==> src/design/lcdc_pkg.sv <==
// Shared constants for the LCD driver control block.
package lcdc_pkg;
	// Register addresses in the I/O window.
	localparam logic [15:0] LCDC_ADDR_PWR_DUTY = 16'hff60;
	localparam logic [15:0] LCDC_ADDR_MODE = 16'hff61;
	localparam logic [15:0] LCDC_ADDR_CONTRAST = 16'hff62;
	// Display memory window.
	localparam logic [15:0] LCDC_DMEM_FIRST = 16'hf000;
	localparam logic [15:0] LCDC_DMEM_LAST = 16'hf276;
	localparam int LCDC_DMEM_PAGE_LSB = 8;
	localparam int LCDC_DMEM_WORD_W = 7;
	localparam int LCDC_DMEM_IDX_W = 9;
	// Field positions of the power and duty register.
	localparam int LCDC_BIT_SUPPLY_ON = 0;
	localparam int LCDC_BIT_REF_SEL = 1;
	localparam int LCDC_BIT_DUTY_LOW = 2;
	localparam int LCDC_BIT_DUTY_HIGH = 3;
	// Field positions of the display mode register.
	localparam int LCDC_BIT_HALF_SEL = 0;
	localparam int LCDC_BIT_ALL_ON = 1;
	localparam int LCDC_BIT_ALL_OFF = 2;
	localparam int LCDC_BIT_EXP_EN = 3;
	// Reset values.
	localparam logic [3:0] LCDC_RST_PWR_DUTY = 4'h0;
	localparam logic [3:0] LCDC_RST_MODE = 4'h4;
	// Data width and scan geometry.
	localparam int LCDC_DATA_W = 4;
	localparam int LCDC_ROWS = 17;
	localparam int LCDC_SEGS = 60;
	localparam logic [4:0] LCDC_LAST_ROW_DUTY8 = 5'h07;
	localparam logic [4:0] LCDC_LAST_ROW_DUTY16 = 5'h0f;
	localparam logic [4:0] LCDC_LAST_ROW_DUTY17 = 5'h10;
	// Row dwell time and its cycle count at 50 MHz.
	localparam int LCDC_CLK_PERIOD_NS = 20;
	localparam int LCDC_ROW_TIME_NS = 20480;
	localparam int LCDC_ROW_CYCLES = LCDC_ROW_TIME_NS / LCDC_CLK_PERIOD_NS;
	localparam logic [3:0] LCDC_NIB_ZERO = 4'h0;
endpackage

==> src/design/lcdc_ctrl.sv <==
// LCD driver control: registers, display memory access and the common/segment scan.
// Notes on behaviour
// - Supply bit on drives; off grounds rows, segments and expansion lines.
// - Reset clears control bits, sets all-off.
// - Reference bit picks first or second level.
// - External supply ignores the reference bit.
// - Duty bits choose 1/8, 1/16 or 1/17.
// - All-on forces ON on every segment.
// - All-off forces OFF on every segment.
// - All-on wins over all-off.
// - At 1/8 duty, half bit picks page.
// - Otherwise half bit is plain storage.
// - Four-bit contrast, zero light, fifteen dark.
// - External supply ignores the contrast field.
// - Contrast and memory are not reset.
// - Expansion enable gates expanded-driver signals.
// - Memory bit one lights its dot.
// - Display memory is read/write general storage.
`timescale 1ns/10ps
module lcdc_ctrl #(
	parameter int SEGS = lcdc_pkg::LCDC_SEGS,
	parameter int ROW_CYCLES = lcdc_pkg::LCDC_ROW_CYCLES
) (
	// Clock, reset and enable.
	input wire logic i_clk,
	input wire logic i_rst_b,
	input wire logic i_ce,
	// Processor data-memory access.
	input wire logic [15:0] i_addr,
	input wire logic i_wr,
	input wire logic i_rd,
	input wire logic [lcdc_pkg::LCDC_DATA_W-1:0] i_wdata,
	output logic [lcdc_pkg::LCDC_DATA_W-1:0] o_rdata,
	// Supply option strap.
	input wire logic i_ext_supply,
	// Drive-voltage circuit controls.
	output logic o_drive_supply_on,
	output logic o_reference_level_select,
	output logic [lcdc_pkg::LCDC_DATA_W-1:0] o_contrast_level,
	output logic o_contrast_apply,
	// Panel lines.
	output logic [lcdc_pkg::LCDC_ROWS-1:0] o_row_select_lines,
	output logic [SEGS-1:0] o_dot_column_outputs,
	// Expanded external driver.
	output logic o_exp_frame_sync,
	output logic o_exp_row_strobe
);
	import lcdc_pkg::*;

	localparam int CNT_W = $clog2(ROW_CYCLES + 1);
	localparam logic [CNT_W-1:0] CNT_LAST = CNT_W'(ROW_CYCLES - 1);
	localparam logic [CNT_W-1:0] CNT_ZERO = '0;
	localparam logic [4:0] ROW_ZERO = 5'h00;

	// Strap synchroniser; only the second stage is used.
	logic ext_meta_r;
	logic ext_sync_r;
	logic ext_meta_nxt;
	logic ext_sync_nxt;

	// Control registers.
	logic [3:0] pwr_duty_r;
	logic [3:0] pwr_duty_nxt;
	logic [3:0] mode_r;
	logic [3:0] mode_nxt;
	logic [3:0] contrast_r;
	logic [3:0] contrast_nxt;
	logic [3:0] rdata_r;
	logic [3:0] rdata_nxt;

	// Scan state.
	logic [CNT_W-1:0] cnt_r;
	logic [CNT_W-1:0] cnt_nxt;
	logic [4:0] row_r;
	logic [4:0] row_nxt;
	logic [LCDC_ROWS-1:0] rows_out_r;
	logic [LCDC_ROWS-1:0] rows_out_nxt;
	logic [SEGS-1:0] segs_out_r;
	logic [SEGS-1:0] segs_out_nxt;
	logic sync_r;
	logic sync_nxt;
	logic strobe_r;
	logic strobe_nxt;
	logic supply_r;
	logic supply_nxt;
	logic ref_r;
	logic ref_nxt;
	logic apply_r;
	logic apply_nxt;
	logic [3:0] contrast_out_r;
	logic [3:0] contrast_out_nxt;

	// Decode and memory wiring.
	logic sel_pwr;
	logic sel_mode;
	logic sel_con;
	logic sel_mem;
	logic [LCDC_DATA_W-1:0] mem_rdata;
	logic [1:0] scan_page;
	logic [SEGS-1:0] row_bits;
	logic duty8;
	logic [4:0] last_row;

	always_comb begin
		sel_pwr = (i_addr == LCDC_ADDR_PWR_DUTY);
		sel_mode = (i_addr == LCDC_ADDR_MODE);
		sel_con = (i_addr == LCDC_ADDR_CONTRAST);
		sel_mem = (i_addr >= LCDC_DMEM_FIRST) && (i_addr <= LCDC_DMEM_LAST);
	end

	// The strap comes from outside the clock domain, so it passes two stages first.
	always_comb begin
		ext_meta_nxt = i_ext_supply;
		ext_sync_nxt = ext_meta_r;
	end

	always_comb begin
		duty8 = pwr_duty_r[LCDC_BIT_DUTY_HIGH];
		if (duty8) begin
			last_row = LCDC_LAST_ROW_DUTY8;
		end else if (pwr_duty_r[LCDC_BIT_DUTY_LOW]) begin
			last_row = LCDC_LAST_ROW_DUTY16;
		end else begin
			last_row = LCDC_LAST_ROW_DUTY17;
		end
	end

	// page choice at 1/8 duty; the bit is ignored at other duties.
	always_comb begin
		if (duty8) begin
			scan_page = {1'b0, mode_r[LCDC_BIT_HALF_SEL]};
		end else begin
			scan_page = row_r[4:3];
		end
	end

	// memory window.
	// Holes at page offsets 0x80-0xF7 alias onto populated words, so a stray write there corrupts the display.
	lcdc_dispmem #(
		.SEGS(SEGS)
	) u_mem (
		.i_clk(i_clk),
		.i_ce(i_ce),
		.i_we(i_wr && sel_mem),
		.i_idx({i_addr[LCDC_DMEM_PAGE_LSB+1:LCDC_DMEM_PAGE_LSB],
			i_addr[LCDC_DMEM_WORD_W-1:0]}),
		.i_wdata(i_wdata),
		.o_rdata(mem_rdata),
		.i_page(scan_page),
		.i_row(row_r),
		.o_row_bits(row_bits)
	);

	// register writes and side-effect-free reads.
	// A read in the same cycle as a write to that register returns the old value.
	always_comb begin
		pwr_duty_nxt = pwr_duty_r;
		mode_nxt = mode_r;
		contrast_nxt = contrast_r;
		rdata_nxt = rdata_r;
		if (i_wr && sel_pwr) begin
			pwr_duty_nxt = i_wdata;
		end
		if (i_wr && sel_mode) begin
			mode_nxt = i_wdata;
		end
		if (i_wr && sel_con) begin
			contrast_nxt = i_wdata;
		end
		if (i_rd) begin
			if (sel_pwr) begin
				rdata_nxt = pwr_duty_r;
			end else if (sel_mode) begin
				rdata_nxt = mode_r;
			end else if (sel_con) begin
				rdata_nxt = contrast_r;
			end else if (sel_mem) begin
				rdata_nxt = mem_rdata;
			end else begin
				rdata_nxt = LCDC_NIB_ZERO;
			end
		end
	end

	// Row scan and output shaping.
	// The counter free-runs with the supply off, so rows resume mid-dwell at power-on.
	always_comb begin
		cnt_nxt = cnt_r + CNT_W'(1);
		row_nxt = row_r;
		sync_nxt = 1'b0;
		strobe_nxt = 1'b0;
		if (cnt_r >= CNT_LAST) begin
			cnt_nxt = CNT_ZERO;
			strobe_nxt = 1'b1;
			if (row_r >= last_row) begin
				row_nxt = ROW_ZERO;
				sync_nxt = 1'b1;
			end else begin
				row_nxt = row_r + 5'h01;
			end
		end
		sync_nxt = sync_nxt && mode_r[LCDC_BIT_EXP_EN] && pwr_duty_r[LCDC_BIT_SUPPLY_ON];
		strobe_nxt = strobe_nxt && mode_r[LCDC_BIT_EXP_EN] && pwr_duty_r[LCDC_BIT_SUPPLY_ON];
		rows_out_nxt = '0;
		segs_out_nxt = '0;
		if (pwr_duty_r[LCDC_BIT_SUPPLY_ON]) begin
			rows_out_nxt[row_r] = 1'b1;
			if (mode_r[LCDC_BIT_ALL_ON]) begin
				segs_out_nxt = '1;
			end else if (mode_r[LCDC_BIT_ALL_OFF]) begin
				segs_out_nxt = '0;
			end else begin
				segs_out_nxt = row_bits;
			end
		end
		supply_nxt = pwr_duty_r[LCDC_BIT_SUPPLY_ON];
		// reference choice; ignored on external supply.
		ref_nxt = pwr_duty_r[LCDC_BIT_REF_SEL] && !ext_sync_r;
		apply_nxt = !ext_sync_r;
		// Forcing zero keeps an undefined or stale code away from an external supply.
		contrast_out_nxt = ext_sync_r ? LCDC_NIB_ZERO : contrast_r;
	end

	always_ff @(posedge i_clk or negedge i_rst_b) begin
		if (!i_rst_b) begin
			ext_meta_r <= 1'b0;
			ext_sync_r <= 1'b0;
		end else if (i_ce) begin
			ext_meta_r <= ext_meta_nxt;
			ext_sync_r <= ext_sync_nxt;
		end
	end

	always_ff @(posedge i_clk or negedge i_rst_b) begin
		if (!i_rst_b) begin
			pwr_duty_r <= LCDC_RST_PWR_DUTY;
			mode_r <= LCDC_RST_MODE;
			rdata_r <= LCDC_NIB_ZERO;
		end else if (i_ce) begin
			pwr_duty_r <= pwr_duty_nxt;
			mode_r <= mode_nxt;
			rdata_r <= rdata_nxt;
		end
	end

	// contrast has no reset, so it powers up undefined.
	always_ff @(posedge i_clk) begin
		if (i_ce) begin
			contrast_r <= contrast_nxt;
		end
	end

	// Outputs reset low so the panel sees ground until the supply bit is set.
	always_ff @(posedge i_clk or negedge i_rst_b) begin
		if (!i_rst_b) begin
			cnt_r <= CNT_ZERO;
			row_r <= ROW_ZERO;
			rows_out_r <= '0;
			segs_out_r <= '0;
			sync_r <= 1'b0;
			strobe_r <= 1'b0;
			supply_r <= 1'b0;
			ref_r <= 1'b0;
			apply_r <= 1'b0;
			contrast_out_r <= LCDC_NIB_ZERO;
		end else if (i_ce) begin
			cnt_r <= cnt_nxt;
			row_r <= row_nxt;
			rows_out_r <= rows_out_nxt;
			segs_out_r <= segs_out_nxt;
			sync_r <= sync_nxt;
			strobe_r <= strobe_nxt;
			supply_r <= supply_nxt;
			ref_r <= ref_nxt;
			apply_r <= apply_nxt;
			contrast_out_r <= contrast_out_nxt;
		end
	end

	// The panel needs no settling logic here; software waits out the ramp.
	assign o_rdata = rdata_r;
	assign o_drive_supply_on = supply_r;
	assign o_reference_level_select = ref_r;
	assign o_contrast_level = contrast_out_r;
	assign o_contrast_apply = apply_r;
	assign o_row_select_lines = rows_out_r;
	assign o_dot_column_outputs = segs_out_r;
	assign o_exp_frame_sync = sync_r;
	assign o_exp_row_strobe = strobe_r;
endmodule

==> src/design/lcdc_dispmem.sv <==
// Display memory with a processor port and a whole-row read port.
`timescale 1ns/10ps
module lcdc_dispmem #(
	parameter int SEGS = lcdc_pkg::LCDC_SEGS
) (
	// Clock.
	input wire logic i_clk,
	input wire logic i_ce,
	// Processor port.
	input wire logic i_we,
	input wire logic [lcdc_pkg::LCDC_DMEM_IDX_W-1:0] i_idx,
	input wire logic [lcdc_pkg::LCDC_DATA_W-1:0] i_wdata,
	output logic [lcdc_pkg::LCDC_DATA_W-1:0] o_rdata,
	// Scan port.
	input wire logic [1:0] i_page,
	input wire logic [4:0] i_row,
	output logic [SEGS-1:0] o_row_bits
);
	import lcdc_pkg::*;

	localparam int DEPTH = 1 << LCDC_DMEM_IDX_W;

	// Contents are left undefined at reset; software fills the memory first.
	logic [LCDC_DATA_W-1:0] mem [0:DEPTH-1];

	always_ff @(posedge i_clk) begin
		if (i_ce && i_we) begin
			mem[i_idx] <= i_wdata;
		end
	end

	assign o_rdata = mem[i_idx];

	// Each segment owns two words per page: low word holds rows 0-3, high word rows 4-7.
	genvar g;
	generate
		for (g = 0; g < SEGS; g++) begin : g_seg
			assign o_row_bits[g] = mem[{i_page, 6'(g), i_row[2]}][i_row[1:0]];
		end
	endgenerate
endmodule

==> config.mk <==
export PLATFORM = sky130hd
export DESIGN_NAME = lcdc_ctrl
export DESIGN_NICKNAME = d
export VERILOG_FILES = /design/src/design/lcdc_pkg.sv /design/src/design/lcdc_ctrl.sv /design/src/design/lcdc_dispmem.sv
export SDC_FILE = /design/constraint.sdc
export NUM_CORES = 2
export LEC_CHECK = 0
export BUFFER_PORTS_ARGS = -buffer_cell sky130_fd_sc_hd__buf_2
export CORE_MARGIN = 2
export CORE_UTILIZATION = 35
export CTS_BUF_LIST = sky130_fd_sc_hd__clkbuf_2 sky130_fd_sc_hd__clkbuf_4 sky130_fd_sc_hd__clkbuf_8
export CTS_CLUSTER_DIAMETER = 50
export DETAILED_ROUTE_END_ITERATION = 16
export GPL_TIMING_DRIVEN = 0
export SYNTH_ARGS = -nofsm -noshare
export SYNTH_HDL_FRONTEND = slang
export SYNTH_SLANG_ARGS = --single-unit
export TNS_END_PERCENT = 1
==> constraint.sdc <==
create_clock -name i_clk -period 2.5 [get_ports i_clk]
set_input_delay 0.125 -clock i_clk [delete_from_list [all_inputs] [get_ports i_clk]]
set_output_delay 0.125 -clock i_clk [all_outputs]
set_load 0.01 [all_outputs]
==> impl_metrics.yaml <==
synth:
  synth_top_area_frac: 0.6147
  yosys-top-cells-area: "edfxtp_1 61%, mux4_2 25%, dfrtp_1 2.9%, nor2_1 1.8%, mux2i_1 1.2%"
  post_synth_instance_area_um2: 100200
  yosysTopAreaCell: "edfxtp_1"
  yosysWarnings: 0
  synth_fa_ha_area_frac: 0.001248
  ys_async_sr_fraction: 0.05351
  synthesized_netlist_cell_count: 5288
  post_synth.cell_area_avg_um2: 18.96
  synth_top_family_by_area: "multiplexers"
  synth_compound_gate_area_share: 0.02849
  yosysUniqueCellTypes: 65
  synth.ff_latch_count: 2168
  synth_xor_area_frac: 0.0001747
  synthMuxAreaShare: 0.2643
  synthSimpleGateAreaFrac: 0.04177
  synth_enable_flop_cells: 2052
  synth_top_flop_cell: "edfxtp_1"
  synth.yosys.seq_area_share: 0.6436
power:
  clockPowerShare: 0.395
  share_comb_of_total_power: 0.135
  power.internal_mw: 63.23
  leakage_nw: 42.05
  sequentialPowerShare: 0.469
  switching_share: 0.2779
  power.switching_mw: 24.33
  power.density_cell_area_nw_per_um2: 703.4
  power.ir.vdd_worst_uv: 451.3
grt:
  gr-usage-all-layers: 0.3742
  via_count_of_the_first_global_routing_pass: 65780
  largest_net_degree_at_the_start_of_global_routing: 165
  grt_antenna_before_repair: 80
  globalRoute.totalOverflow: 0
  grt_first_pass_wirelength_um: 697000
timing:
  hold_violations: 0
  grt_setup_unrepaired: "true"
  min_period_over_period: 1.297
  clock_skew_ps: 81.61
  min_period_ps: 3241
  worstMarginPinSlew_ps: 1596
  report.final.slew_viol_count: 11
  slew_headroom: -0.06379
  setup_viol: 1008
  timing.hold.ws_ps: 67.71
  timing.final.ws_setup_ps: -741.4
  max_freq_mhz: 308.5
drt:
  via_per_inst: 6.676
  drt_drc_violations_left: 0
  drt-total-wl_um: 555800
  detail_route.wl_per_cell_um: 51.66
  ant_nets: 0
  vias: 71830
  detailedRoute.firstIterationViolations: 15210
  drt_pre_antenna_iters: 8
finish:
  final_net_count: 6666
  final_common_cell: "edfxtp_1"
  fraction_of_layout_cells_with_a_size_suffix_above_1: 0.4111
  layout_common_cells: "2052 x edfxtp_1, 1114 x mux4_2, 548 x conb_1"
  layout.cell_area.non_filler_um2: 124500
  multi_input_comb_area_um2: 37320
  fillerInstances: 25020
  regArea_um2: 64530
  area.growth.synth_to_final_pct: 24.17
setup_path:
  worstPathMaxFanout: 10
  setup.worst_path.end_class: "flip-flop"
  setup.worst_path.class: "input pin to flip-flop"
  worstPathArrival_ps: 4160
  critical-path-max-stage-delay_ps: 530
  setup.worst_path.start_class: "input pin"
  worstPathCellList: "buf_2 > buf_6 > buf_6 > and2_1 > clkbuf_1 > clkbuf_4 > a22oi_2 > a21oi_1 > nor2_1 > a21oi_1 > nor4_4 > a21oi_2"
  cp_num_buf_inv: 5
  required_ps: 3420
  crit_path_max_delay_family: "buffers and inverters"
  critical-path-slowest-cell: "clkbuf_4"
clock_tree:
  h_tree_depth: 5
  clock_latency_reported_for_the_late_side_of_the_worst_skew_pair_ps: 1120
  clk_root_buffer_cell: "clkbuf_8"
  cts_inserted_buffers: 380
  tritoncts_clock_tree: "yes"
  path_clk_slew_ps: 60
  clock_sinks: 2168
  cts_buffer_depth: 4
placement:
  detailedPlacementHpwl_um: 399000
  dpl_cell_area_um2: 109600
  gpl.final_weighted_congestion: 1.045
  place.port_buffers: 113
outcome:
  violations: "max-capacitance violations, max-slew violations, negative setup slack"
  run_status: "complete, but fails checks"
min_path:
  hp-class: "input pin to flip-flop"
die:
  design.core.area_um2: 285000
  initial_utilization: 0.3518
  die_w_um: 539.2
  number_of_rows_in_the_core_area: 196
  io-pin-count: 116
  design.die.area_um2: 290700
  fp.dieH_um: 539.2
run:
  timing.max_cap.violations: 1
## cell type report
cell class,instances,area share
clock inverters,160,0.01009
multi-input cells,3225,0.2998
inverters,17,0.0006433
clock buffers,522,0.05194
plain buffers,421,0.04208
diodes,67,0.001347
well taps,3762,0.03782
repair buffers,417,0.03788
flip-flops and latches,2168,0.5184
## flip-flops by register name, summed over array words and instances, names as in the netlist, 4 cells and up
name,count
u_mem.mem,2048
o_dot_column_outputs,60
o_row_select_lines,17
cnt_r,11
row_r,5
contrast_r,4
mode_r,4
o_contrast_level,4
o_rdata,4
pwr_duty_r,4
## stage by stage
step	setup TNS (ps)	worst slack, ps	utilization	power, mW	cells
2_1_floorplan	-24250	-87.78	-	46.14	5835
3_3_place_gp	-	-6558	0.3779	51.75	9710
3_5_place_dp	-5677590	-5890	0.3846	51.79	9785
4_1_cts	-179760	-596.8	0.4259	86.12	10520
5_1_grt	-107900	-553.2	0.4363	88.66	10700
6_report	-178230	-741.4	0.4368	87.56	10760
## per-layer routing
| metal | vias up | track usage | wire length (um) |
|---|---|---|---|
| met4 | 46 | 0.2509 | 44190 |
| met5 | - | 0.002137 | 505 |
| met2 | 7384 | 0.5233 | 232700 |
| li1 | 24660 | - | - |
| met3 | 1615 | 0.1684 | 88540 |
| met1 | 38130 | 0.4642 | 189900 |
## power by group through the flow
| stage | clock network [mW] | registers, mW | logic, mW |
|---|---|---|---|
| floorplan | 0 | 41.6 | 4.53 |
| global placement | 0 | 42.0 | 9.71 |
| detailed placement | 0 | 41.8 | 9.99 |
| CTS | 34.3 | 41.1 | 10.7 |
| global route | 35.9 | 41.1 | 11.6 |
| finish | 34.6 | 41.1 | 11.8 |
## worst register-to-register path: cells and delay by family (launching register included)
family / cells / cell delay (ps)
flip-flops: 1 / 440
AND/OR/NAND/NOR: 2 / 500
AO/OA/AOI/OAI: 5 / 2040
## logic make-up after synthesis
logic type | Yosys count
AOI/OAI and AO/OA | 416
xor gates and xnor gates | 2
adders and majority gates | 10
buffers and inverters | 442
DFF | 2168
muxes | 1253
other | 1
and+or+nand+nor | 996
## worst paths after layout
check,from,to,slack [ps],cells past startpoint
max,i_addr[2],o_rdata[2],-740,12
min,i_addr[11],o_rdata[2],70,6
max reg2reg,contrast_r[2],o_rdata[2],-670,7
min reg2reg,o_contrast_apply,o_contrast_apply,470,1
max in group asynchronous,i_rst_b,o_dot_column_outputs[3],1720,4
min in group asynchronous,i_rst_b,mode_r[2],170,3
## what timing repair did
item                                    CTS  global route
gates cloned                              6             8
hold buffers                             13             0
resized for setup                       961           345
endpoints found under the hold margin   924             0
setup endpoints to repair              1598          1297
buffers inserted                         36           168
pin swaps                                21            44
## synth_stat cells, drive strengths merged (4+ instances only)
library cell	instances
o21ai	57
nor3	26
a31oi	14
nand3	73
nand2	285
nand4	32
dfrtp	115
nand3b	7
or3	6
nor2b	16
a211oi	4
a221oi	15
o22ai	18
and2	13
clkbuf	229
a32oi	14
or2	4
mux2	14
mux4	1114
a22oi	65
o2111ai	6
edfxtp	2052
mux2i	125
a21o	4
nor4	11
and3	10
a22o	6
inv	17
buf	196
nand2b	9
o2bb2ai	79
nor2	493
ha	10
o211ai	9
a21oi	105
Note: power is estimated with default switching activity, not from simulation.
